### src/dsrw_regs.vh
// Bit positions, scaling and reset values for the drive status and reference words
`ifndef DSRW_REGS_VH
`define DSRW_REGS_VH
`define DSRW_BIT_RDY_ON 0
`define DSRW_BIT_RDY_RUN 1
`define DSRW_BIT_RDY_REF 2
`define DSRW_BIT_FAULT 3
`define DSRW_BIT_COAST_INACT 4
`define DSRW_BIT_QSTOP_INACT 5
`define DSRW_BIT_SW_INHIBIT 6
`define DSRW_BIT_ALARM 7
`define DSRW_BIT_ON_TARGET 8
`define DSRW_BIT_REMOTE 9
`define DSRW_BIT_ABOVE_LIMIT 10
`define DSRW_BIT_LOC_SELECT 11
`define DSRW_BIT_RUN_PERMIT 12
`define DSRW_BIT_USER0 13
`define DSRW_BIT_USER1 14
`define DSRW_BIT_LINK_FAULT 15
`define DSRW_CW_RESET_BIT 7
`define DSRW_REF_FULL_SCALE 16'd20000
`define DSRW_TOL_PERCENT 16'd10
`define DSRW_STATUS_RESET 16'h0000
`define DSRW_ACT_RESET 16'h0000
`endif

### src/dsrw_status.v
// Drive status word, reference decode and actual-value words
//
// Functional notes
// - Sixteen-bit status word, low eight state flags
// - Bit zero clear when not ready
// - On-target when error within ten percent of nominal in speed control, else exact match only
// - Remote flag set for external locations
// - Above-limit when speed reaches supervision limit
// - Location select shows second external location
// - Run permit follows external run enable
// - Bits thirteen, fourteen user programmable
// - Top bit shows fieldbus link fault
// - Reference is a two's complement word, sign in the top bit
// - 0..20000 maps to 0..100 percent
// - Actual words carry selected monitored quantities
// - Reset bit rising edge clears fault when fieldbus is the source
`timescale 1ns/10ps
`default_nettype none
`include "dsrw_regs.vh"
module dsrw_status
(
    input wire clk_i,
    input wire rst_b_i,
    input wire rdy_on_i,
    input wire rdy_run_i,
    input wire rdy_ref_i,
    input wire fault_i,
    input wire coast_stop_inactive_i,
    input wire quick_stop_inactive_i,
    input wire switch_on_inhibit_i,
    input wire alarm_i,
    input wire speed_ctrl_i,
    input wire [15:0] actual_speed_i,
    input wire [15:0] nominal_speed_i,
    input wire local_ctrl_i,
    input wire second_location_i,
    input wire [15:0] supervision_limit_i,
    input wire run_enable_pin_i,
    input wire [1:0] user_bits_i,
    input wire [1:0] user_bits_en_i,
    input wire link_error_i,
    input wire fieldbus_source_i,
    input wire [15:0] control_word_i,
    input wire [15:0] speed_setpoint_word_i,
    input wire [15:0] speed_scale_i,
    input wire [1:0] act_sel_i,
    input wire [15:0] act_src0_i,
    input wire [15:0] act_src1_i,
    input wire [15:0] act_src2_i,
    input wire [15:0] act_src3_i,
    output reg [15:0] drive_status_word_o,
    output reg [15:0] actual_word_o,
    output wire [15:0] ref_magnitude_o,
    output wire ref_reverse_o,
    output reg fault_reset_o
);
    // ****************************************
    // Input synchronisers
    // ****************************************
    reg run_en_s1_r;
    reg run_en_s2_r;
    reg link_err_s1_r;
    reg link_err_s2_r;
    reg rst_bit_d_r;
    always @(posedge clk_i)
    begin
        if (!rst_b_i)
        begin
            run_en_s1_r <= 1'b0;
            run_en_s2_r <= 1'b0;
            link_err_s1_r <= 1'b0;
            link_err_s2_r <= 1'b0;
        end
        else
        begin
            run_en_s1_r <= run_enable_pin_i;
            run_en_s2_r <= run_en_s1_r;
            link_err_s1_r <= link_error_i;
            link_err_s2_r <= link_err_s1_r;
        end
    end

    // ****************************************
    // Helpers
    // ****************************************
    function [15:0] dsrw_abs;
        input [15:0] v;
        begin
            dsrw_abs = v[15] ? (~v + 16'h0001) : v;
        end
    endfunction

    // ****************************************
    // Reference scaling
    // ****************************************
    wire [15:0] sp_mag;
    wire sp_neg;
    dsrw_scale u_scale
    (
        .clk_i(clk_i),
        .rst_b_i(rst_b_i),
        .ref_word_i(speed_setpoint_word_i),
        .scale_i(speed_scale_i),
        .mag_o(sp_mag),
        .neg_o(sp_neg)
    );

    // ****************************************
    // Reference outputs
    // ****************************************
    // Registered so the outputs come from flops, at one more cycle of latency
    reg [15:0] ref_mag_r;
    reg ref_rev_r;
    always @(posedge clk_i)
    begin
        if (!rst_b_i)
        begin
            ref_mag_r <= 16'h0000;
            ref_rev_r <= 1'b0;
        end
        else
        begin
            // Fieldbus reference ignored unless fieldbus is the source
            ref_mag_r <= fieldbus_source_i ? sp_mag : 16'h0000;
            ref_rev_r <= fieldbus_source_i & sp_neg;
        end
    end
    assign ref_magnitude_o = ref_mag_r;
    assign ref_reverse_o = ref_rev_r;

    // ****************************************
    // Status flag logic
    // ****************************************
    reg [15:0] act_abs;
    reg [16:0] err_abs;
    reg [31:0] err_x100;
    reg [31:0] tol_x;
    reg on_target;
    reg [15:0] status_nxt;
    reg [15:0] act_nxt;
    always @*
    begin
        act_abs = dsrw_abs(actual_speed_i);
        // Compare signed actual against signed reference magnitude
        if (sp_neg == actual_speed_i[15])
            err_abs = {1'b0, (act_abs > sp_mag) ? act_abs - sp_mag : sp_mag - act_abs};
        else
            // Opposite signs add, so one extra bit keeps the carry
            err_abs = {1'b0, act_abs} + {1'b0, sp_mag};
        err_x100 = {15'h0000, err_abs} * 32'd100;
        tol_x = {16'h0000, nominal_speed_i} * {16'h0000, `DSRW_TOL_PERCENT};
        // Outside speed control no tolerance applies, so exact match only
        on_target = speed_ctrl_i ? (err_x100 <= tol_x) : (err_abs == 17'h00000);
        status_nxt = `DSRW_STATUS_RESET;
        status_nxt[`DSRW_BIT_RDY_ON] = rdy_on_i;
        status_nxt[`DSRW_BIT_RDY_RUN] = rdy_run_i;
        status_nxt[`DSRW_BIT_RDY_REF] = rdy_ref_i;
        status_nxt[`DSRW_BIT_FAULT] = fault_i;
        status_nxt[`DSRW_BIT_COAST_INACT] = coast_stop_inactive_i;
        status_nxt[`DSRW_BIT_QSTOP_INACT] = quick_stop_inactive_i;
        status_nxt[`DSRW_BIT_SW_INHIBIT] = switch_on_inhibit_i;
        status_nxt[`DSRW_BIT_ALARM] = alarm_i;
        status_nxt[`DSRW_BIT_ON_TARGET] = on_target;
        status_nxt[`DSRW_BIT_REMOTE] = ~local_ctrl_i;
        status_nxt[`DSRW_BIT_ABOVE_LIMIT] = act_abs >= supervision_limit_i;
        status_nxt[`DSRW_BIT_LOC_SELECT] = ~local_ctrl_i & second_location_i;
        status_nxt[`DSRW_BIT_RUN_PERMIT] = run_en_s2_r;
        status_nxt[`DSRW_BIT_USER0] = user_bits_en_i[0] & user_bits_i[0];
        status_nxt[`DSRW_BIT_USER1] = user_bits_en_i[1] & user_bits_i[1];
        status_nxt[`DSRW_BIT_LINK_FAULT] = link_err_s2_r;
    end

    // ****************************************
    // Actual value select
    // ****************************************
    always @*
    begin
        case (act_sel_i)
            2'h0: act_nxt = act_src0_i;
            2'h1: act_nxt = act_src1_i;
            2'h2: act_nxt = act_src2_i;
            2'h3: act_nxt = act_src3_i;
            default: act_nxt = `DSRW_ACT_RESET;
        endcase
    end

    // ****************************************
    // Registered outputs
    // ****************************************
    always @(posedge clk_i)
    begin
        if (!rst_b_i)
        begin
            drive_status_word_o <= `DSRW_STATUS_RESET;
            actual_word_o <= `DSRW_ACT_RESET;
        end
        else
        begin
            drive_status_word_o <= status_nxt;
            actual_word_o <= act_nxt;
        end
    end

    // ****************************************
    // Fault reset edge detect
    // ****************************************
    // Delay flop resets to 0, so a reset bit already high after reset is taken as a rising edge
    always @(posedge clk_i)
    begin
        if (!rst_b_i)
        begin
            rst_bit_d_r <= 1'b0;
            fault_reset_o <= 1'b0;
        end
        else
        begin
            rst_bit_d_r <= control_word_i[`DSRW_CW_RESET_BIT];
            // Pulse only on 0->1 with an active fault
            fault_reset_o <= fieldbus_source_i & fault_i & ~rst_bit_d_r
                & control_word_i[`DSRW_CW_RESET_BIT];
        end
    end
endmodule // dsrw_status
`default_nettype wire

### src/dsrw_scale.v
// Two's complement reference scaling: 0..20000 maps to 0..100 % of scaling value
`timescale 1ns/10ps
`default_nettype none
`include "dsrw_regs.vh"
module dsrw_scale
(
    input wire clk_i,
    input wire rst_b_i,
    input wire [15:0] ref_word_i,
    input wire [15:0] scale_i,
    output reg [15:0] mag_o,
    output reg neg_o
);
    reg [15:0] abs_w;
    reg [31:0] prod_w;
    reg [31:0] quot_w;
    always @*
    begin
        // Negative words are two's complement of the positive value
        abs_w = ref_word_i[15] ? (~ref_word_i + 16'h0001) : ref_word_i;
        prod_w = abs_w * scale_i;
        quot_w = prod_w / {16'h0000, `DSRW_REF_FULL_SCALE};
    end
    always @(posedge clk_i)
    begin
        if (!rst_b_i)
        begin
            mag_o <= 16'h0000;
            neg_o <= 1'b0;
        end
        else
        begin
            // Saturate rather than wrap when a reference above full scale overflows 16 bits
            mag_o <= (quot_w > 32'h0000ffff) ? 16'hffff : quot_w[15:0];
            neg_o <= ref_word_i[15];
        end
    end
endmodule // dsrw_scale
`default_nettype wire

### config.mk
export PLATFORM = sky130hd
export DESIGN_NAME = dsrw_status
export DESIGN_NICKNAME = d
export VERILOG_FILES = /design/src/dsrw_status.v /design/src/dsrw_scale.v
export VERILOG_INCLUDE_DIRS = /design/src
export SDC_FILE = /design/constraint.sdc
export NUM_CORES = 1
export LEC_CHECK = 0
export BUFFER_PORTS_ARGS = -buffer_cell sky130_fd_sc_hd__buf_2
export CAP_MARGIN = 0
export CORE_MARGIN = 5
export CORE_UTILIZATION = 40
export CTS_BUF_LIST = sky130_fd_sc_hd__clkbuf_8
export DETAILED_ROUTE_END_ITERATION = 6
export MAX_ROUTING_LAYER = met4
export SYNTH_ARGS = -nofsm -noshare
export SYNTH_HDL_FRONTEND = slang
export SYNTH_HIERARCHICAL = 1
export SYNTH_SLANG_ARGS = --single-unit
export TNS_END_PERCENT = 5
### constraint.sdc
create_clock -name clk_i -period 22.3 [get_ports clk_i]
set_clock_uncertainty 0.05 [all_clocks]
set_input_delay 0 -clock clk_i [delete_from_list [all_inputs] [get_ports clk_i]]
set_output_delay 0 -clock clk_i [all_outputs]
set_load 0.05 [all_outputs]
==> summary.txt, run 1 <==
Clocking
  – Clock Tree Root: clkbuf_8
  – Reg clk slew, reported paths: around 0.080 ns
  – CTS tree: done
  – Bufs on Longest Clock Path: 2
  – H-tree depth: 3
  – Cts bufs inserted: 9
  – CTS Sinks: just over 70
  – Clk Latency, worst-skew pair: 0.38 ns

Logic synthesis
  – Post-Synth Adder-Cell Area: 0.311
  – Mux contribution to synthesized area: 0.0319
  – Area leader, netlist: fa_1
  – Yosys reg bits: between 70 and 80
  – Top cells by area, synth: fa_1 17%, ha_1 14%, dfxtp_1 5.9%
  – Mean Syn Cell Area: roughly 8.0 µm²
  – Yosys Warn Count: 6
  – Compound-cell area share of the yosys netlist: 0.235
  – Commonest cells in the netlist: 349 x inv_1, 296 x nand2_1, 274 x ha_1
  – Mapped Cells: 3092
  – Async S/R FF share, synth: 0
  – Ys flop type: dfxtp_1
  – Largest family of logic cells by synthesized area: adder cells
  – Yosys cell types: about 140
  – Top-count cell post-synth: inv_1
  – Sequential cell area fraction in the yosys report: 0.0586
  – Share of the synthesized area in the top cell type: 0.171
  – Post-synthesis net count: 3758
  – EDFF count, synth: 0
  – Post-synthesis simple-gate area fraction: 0.228
  – Post-Syn Area: 24600 µm²
  – Area share of xor/xnor cells in the synthesized design: 0.0627

Detailed routing
  – DR iter-0 viols: 1430
  – Routed wire per std cell: 16.9 µm
  – Antenna viol nets, final: 0
  – Vias after detailed routing: around 24000
  – Routed WL: around 74000 µm
  – DR vias/cell: approximately 5.5
  – Router iterations before antenna repair: 5
  – DRC Markers: 0

Cells and area
  – P&R area growth vs syn: 22.3%
  – Share of layout cells above drive strength 1: 0.223
  – Design area: 30100 µm²
  – Fillers: 6084
  – Fin nets: about 4300
  – Finished Core Util: 0.490
  – Post-route insts no fill: roughly 4400

Global routing
  – Initial antenna violation count: 4
  – Vias in the first global route: between 20000 and 25000
  – GRT overflow: 0
  – Gr busiest metal: met2
  – First-pass GRT wire length: 119000 µm
  – Met2 Use GR: 0.382
  – GR Util met3: 0.0139
  – GR Util All Layers: 0.219
  – Met1 GRT Util: 0.284
  – Largest net degree at the start of global routing: 44

STA
  – Period utilisation layout: 0.955
  – Slew @ Worst Pin: 1.06 ns
  – Hold Vio Cnt, Final: 0
  – Final setup viols: 0
  – Tmin final: 21.29 ns
  – Slew margin rel.: 0.291
  – Max-slew violation count: 0
  – Max Freq: between 40 and 50 MHz

Placed design
  – Placed cell areas: 28500 µm²
  – Number of port buffers: approximately 220
  – Placed Cells: 4295
  – Routability Congestion: 0.919
  – Dpl hpwl: 60600 µm

Setup path
  – Critical path's largest stage delay: 0.59 ns
  – Req. time, crit path: ~23 ns
  – Crit path DAT: ~22 ns
  – Crit start category: primary input
  – FF-to-FF path depth: 32
  – Critical path endpoint category: flip-flop
  – CP Class: primary input to flip-flop
  – Crit-path most repeated cell: buf_4
  – Worst-path maximum fanout: 15
  – CP max-delay cell: or4_4

Die
  – Site row count: 91
  – Ports: 232
  – Starting Density: 0.401
  – Die width: 258 µm
  – Core Region: 61400 µm²
  – Die Y: between 200 and 300 µm
  – Total Die Area: between 60000 and 70000 µm²

Hold path
  – Hold Crit Class: primary input to flip-flop
  – Hold depth: 5

Run
  – Max-cap viol count: 0

Outcome
  – Status: completed
critical path: cells and delay by family:
family          cells  cell delay [ns]
compound gates     40             9.55
xor+xnor            4             0.77
buf+inv            15             2.31
mux                 2             0.52
simple gates       19             4.82
fa+ha+maj           8             3.53
state kept, by name (all words and copies together) (netlist names):
name	cells
actual_word_o	16
drive_status_word_o	16
fault_reset_o	1
link_err_s1_r	1
link_err_s2_r	1
ref_magnitude_o	16
ref_reverse_o	1
rst_bit_d_r	1
run_en_s1_r	1
run_en_s2_r	1
u_scale/mag_o	16
u_scale/neg_o	1
area by class of cell:
class	count	area, µm²	area share
Multi-Input combinational cell	2568	22100	0.734
Tap cell	790	988	0.0328
Antenna cell	4	10.0	0.000333
Clock inverter	7	95.1	0.00316
Sequential cell	72	1440	0.0479
Inverter	349	1310	0.0435
Clock buffer	9	124	0.00412
Timing Repair Buffer	591	4040	0.134
cells by family after synthesis:
group	after synthesis
xor gates and xnor gates	168
buffers and inverters	453
DFF	72
AOI/OAI and AO/OA	772
muxes	54
adders and majority gates	487
and+or+nand+nor	1086
cell usage in the layout (no fill, tap or decap), types with 18 or more instances in the layout:
| cell type | netlist | layout |
|---|---|---|
| ha_1 | 274 | 274 |
| nor3_1 | 71 | 64 |
| and3_1 | 24 | 24 |
| nand2b_1 | 35 | 35 |
| and2_1 | 217 | 215 |
| a31oi_1 | 23 | 21 |
| a211oi_1 | 39 | 35 |
| or3_1 | 35 | 33 |
| xnor2_1 | 115 | 102 |
| dfxtp_1 | 72 | 72 |
| o21ai_0 | 97 | 91 |
| dlygate4sd3_1 | 0 | 52 |
| o21ai_1 | 36 | 38 |
| nand4_1 | 22 | 22 |
| or2_2 | 20 | 20 |
| inv_1 | 349 | 350 |
| buf_2 | 26 | 215 |
| nand2_1 | 296 | 296 |
| a21o_1 | 44 | 44 |
| o211ai_1 | 29 | 29 |
| mux2i_1 | 22 | 18 |
| nand3_1 | 68 | 67 |
| nor2_1 | 190 | 188 |
| fa_1 | 210 | 210 |
| o31ai_1 | 23 | 20 |
| buf_4 | 8 | 322 |
| nor2b_1 | 19 | 19 |
| o21a_1 | 28 | 28 |
| a21oi_1 | 173 | 162 |
| xor2_1 | 45 | 43 |
what timing repair did:
action	4_1_cts	5_1_grt
endpoints found under the hold margin	35	0
setup endpoints to repair	0	2
resized for setup	0	123
buffers inserted	0	22
hold buffers	52	0
layer usage:
layer  vias to the layer above  wire length [µm]
met4                         0              1160
met5                         -                 0
li1                      11900                 -
met3                        70              2700
met1                     11500             33100
met2                       510             37100
through the flow:
| step | hold WS, ns | setup TNS (ns) | worst slack (ns) |
|---|---|---|---|
| 2_1_floorplan | 0.0291 | 0 | 0.434 |
| 3_3_place_gp | 0.123 | 0 | 0.291 |
| 3_5_place_dp | 0.126 | 0 | 0.0317 |
| 4_1_cts | 0.0991 | 0 | 0.369 |
| 5_1_grt | 0.112 | -0.160 | -0.160 |
| 6_report | 0.110 | 0 | 1.01 |
path summary, 6_finish.rpt:
check / slack, ns / start / end
setup / recovery: 1.01 / speed_setpoint_word_i[5] / u_scale/mag_o[0]
setup reg to reg: 13.71 / u_scale/mag_o[14] / drive_status_word_o[8]
hold reg to reg: 0.35 / rst_bit_d_r / fault_reset_o
hold / removal: 0.11 / supervision_limit_i[8] / drive_status_word_o[10]
Power of run 1 is left out: the tool's default activity adds up to more than one toggle a clock period on the data nets, which glitch-free logic cannot reach.
==> run 2: changes to the inputs <==
--- a/config.mk
+++ b/config.mk
@@ -13,6 +13,8 @@
 export CTS_BUF_LIST = sky130_fd_sc_hd__clkbuf_8
 export DETAILED_ROUTE_END_ITERATION = 6
 export MAX_ROUTING_LAYER = met4
+export PLACE_DENSITY_LB_ADDON = 0.2
+export REMOVE_ABC_BUFFERS = 1
 export SYNTH_ARGS = -nofsm -noshare
 export SYNTH_HDL_FRONTEND = slang
 export SYNTH_HIERARCHICAL = 1
==> run 2 against run 1 <==
  * Register-to-register slack got worse by 0.08 ns
  * Critical path depth increased by 2
  * Design area increased by 0.94%
  * Worst hold slack got worse by 0.089 ns
  * Setup slack improved by 0.046 ns
  * Highest routed layer unchanged
  * Fmax increased by 0.22%
==> summary.txt, run 2 (synthesis results as in run 1) <==
Placed design
  – Routability Congestion: 0.928 (+0.97%)
  – Placed Cells: 4370 (+1.7%)
  – Number of port buffers: 216 (unchanged)
  – Dpl hpwl: 61900 µm (+2.2%)

STA
  – Setup TNS: 0 ns (unchanged)
  – Slew margin rel.: 0.363 (+0.0715)
  – Max Freq: 47.1 MHz (+0.22%)
  – Tmin final: 21.24 ns (-0.0459 ns)
  – Period utilisation layout: 0.953 (-0.00206)
  – Max-slew violation count: 0 (unchanged)
  – Slew @ Worst Pin: 0.932 ns (-0.123 ns)
  – Final setup viols: 0 (unchanged)
  – Hold Vio Cnt, Final: 0 (unchanged)

Die
  – Die width: 258 µm (unchanged)
  – Starting Density: 0.401 (unchanged)
  – Core Region: 61400 µm² (unchanged)
  – Ports: 232 (unchanged)
  – Site row count: 91 (unchanged)
  – Total Die Area: 66600 µm² (unchanged)
  – Die Y: 258 µm (unchanged)

Setup path
  – CP max-delay cell: or4_4
  – FF-to-FF path depth: 32 (unchanged)
  – Crit path DAT: 21.45 ns (-0.06 ns)
  – Terminus of the critical flop-to-flop path: drive_status_word_o[8]
  – Crit start category: primary input
  – Critical path's largest stage delay: 0.59 ns (about the same)
  – CP Class: primary input to flip-flop
  – Crit-path most repeated cell: buf_4
  – Req. time, crit path: 22.51 ns (about the same)
  – Worst-path maximum fanout: 10 (-5)
  – R2R Setup Slk: 13.63 ns (-0.08 ns)
  – Critical path endpoint category: flip-flop
  – R2r startpoint: u_scale/mag_o[14]

Global routing
  – Largest net degree at the start of global routing: 44 (unchanged)
  – GR Util All Layers: 0.221 (+0.00224)
  – Vias in the first global route: 24000 (+2.0%)
  – First-pass GRT wire length: 121000 µm (+1.4%)
  – GRT overflow: 0 (unchanged)
  – Initial antenna violation count: 0 (-4)

Detailed routing
  – Routed wire per std cell: 16.7 µm (-1.0%)
  – DRC Markers: 0 (unchanged)
  – Antenna viol nets, final: 0 (unchanged)
  – DR iter-0 viols: 1406 (-1.7%)
  – Vias after detailed routing: 24200 (+0.88%)
  – Router iterations before antenna repair: 7 (+2)
  – DR vias/cell: 5.44 (-0.30%)
  – Routed WL: 74100 µm (+0.17%)

Cells and area
  – Diodes inserted: 0 (-4)
  – Fin nets: 4313 (+1.3%)
  – Share of layout cells above drive strength 1: 0.237 (+0.0141)
  – P&R area growth vs syn: 23.4%
  – Finished Core Util: 0.495 (+0.00459)
  – Most frequent cells in the layout: 390 x buf_4, 349 x inv_1, 294 x nand2_1
  – Commonest non-fill, non-tap cell in the layout: buf_4
  – Post-route insts no fill: 4442 (+1.2%)

Run
  – Max-cap viol count: 0 (unchanged)

Clocking
  – CTS Sinks: 72 (unchanged)
  – Clock Tree Root: clkbuf_8
  – Bufs on Longest Clock Path: 2 (unchanged)
  – H-tree depth: 3 (unchanged)
  – Cts bufs inserted: 9 (unchanged)
  – CTS tree: done
  – Reg clk slew, reported paths: 0.09 ns (about the same)
  – Clk Latency, worst-skew pair: 0.37 ns (about the same)

Hold path
  – Hold depth: 3 (-2)
  – Min-delay src: act_src0_i[13]
  – Hold Crit Class: primary input to flip-flop
  – Hold worst-path end: actual_word_o[13]

Outcome
  – Status: completed
[run 2: worst max path at each step]
stage | slack (ns) | from | cells after the start | endpoint
floorplan | -0.61 | speed_setpoint_word_i[5] | 77 | u_scale/mag_o[0]
global placement | 0.24 | speed_setpoint_word_i[5] | 83 | u_scale/mag_o[0]
detailed placement | 0.05 | speed_setpoint_word_i[5] | 82 | u_scale/mag_o[0]
CTS | 0.36 | speed_setpoint_word_i[5] | 84 | u_scale/mag_o[0]
global route | -0.09 | speed_setpoint_word_i[5] | 92 | u_scale/mag_o[0]
finish | 1.06 | speed_setpoint_word_i[5] | 90 | u_scale/mag_o[0]
[run 2: routing by layer]
layer	vias up	wire length (µm)	GRT usage
li1	12000	-	-
met3	79	2350	0.0134
met5	-	0	-
met1	11700	33500	0.291
met4	0	1130	0.0338
met2	447	37100	0.385
[run 2: final cells by class]
type / instances / area (µm²)
clock buffers: 9 / 124
clock inverters: 7 / 62.6
fillers: 6081 / 31000
inverters: 349 / 1310
multi-input cells: 2568 / 22000
flip-flops and latches: 72 / 1440
well taps: 790 / 988
repair buffers: 647 / 4420
[run 2: critical path: cells and delay by family]
kind / cells / cell delay (ns)
AND/OR/NAND/NOR: 20 / 5.03
XOR/XNOR: 4 / 0.58
multiplexers: 3 / 0.89
buffers and inverters: 17 / 2.31
AO/OA/AOI/OAI: 38 / 8.80
adder cells (fa/ha/maj): 8 / 3.76
[run 2: what timing repair did]
item	CTS	global route
buffers inserted	0	18
resized for setup	0	116
hold endpoints to repair	28	2
hold buffers	35	2
setup endpoints to repair	0	2
[run 2: stage by stage]
stage,instance area (µm²),worst slack [ns],hold WS (ns)
global route,30400,-0.0902,0.00388
CTS,29600,0.357,0.000112
detailed placement,29000,0.0505,0.125
floorplan,24100,-0.608,0.0291
finish,30400,1.06,0.0204
global placement,29000,0.235,0.119
Power of run 2 is left out for the same reason.
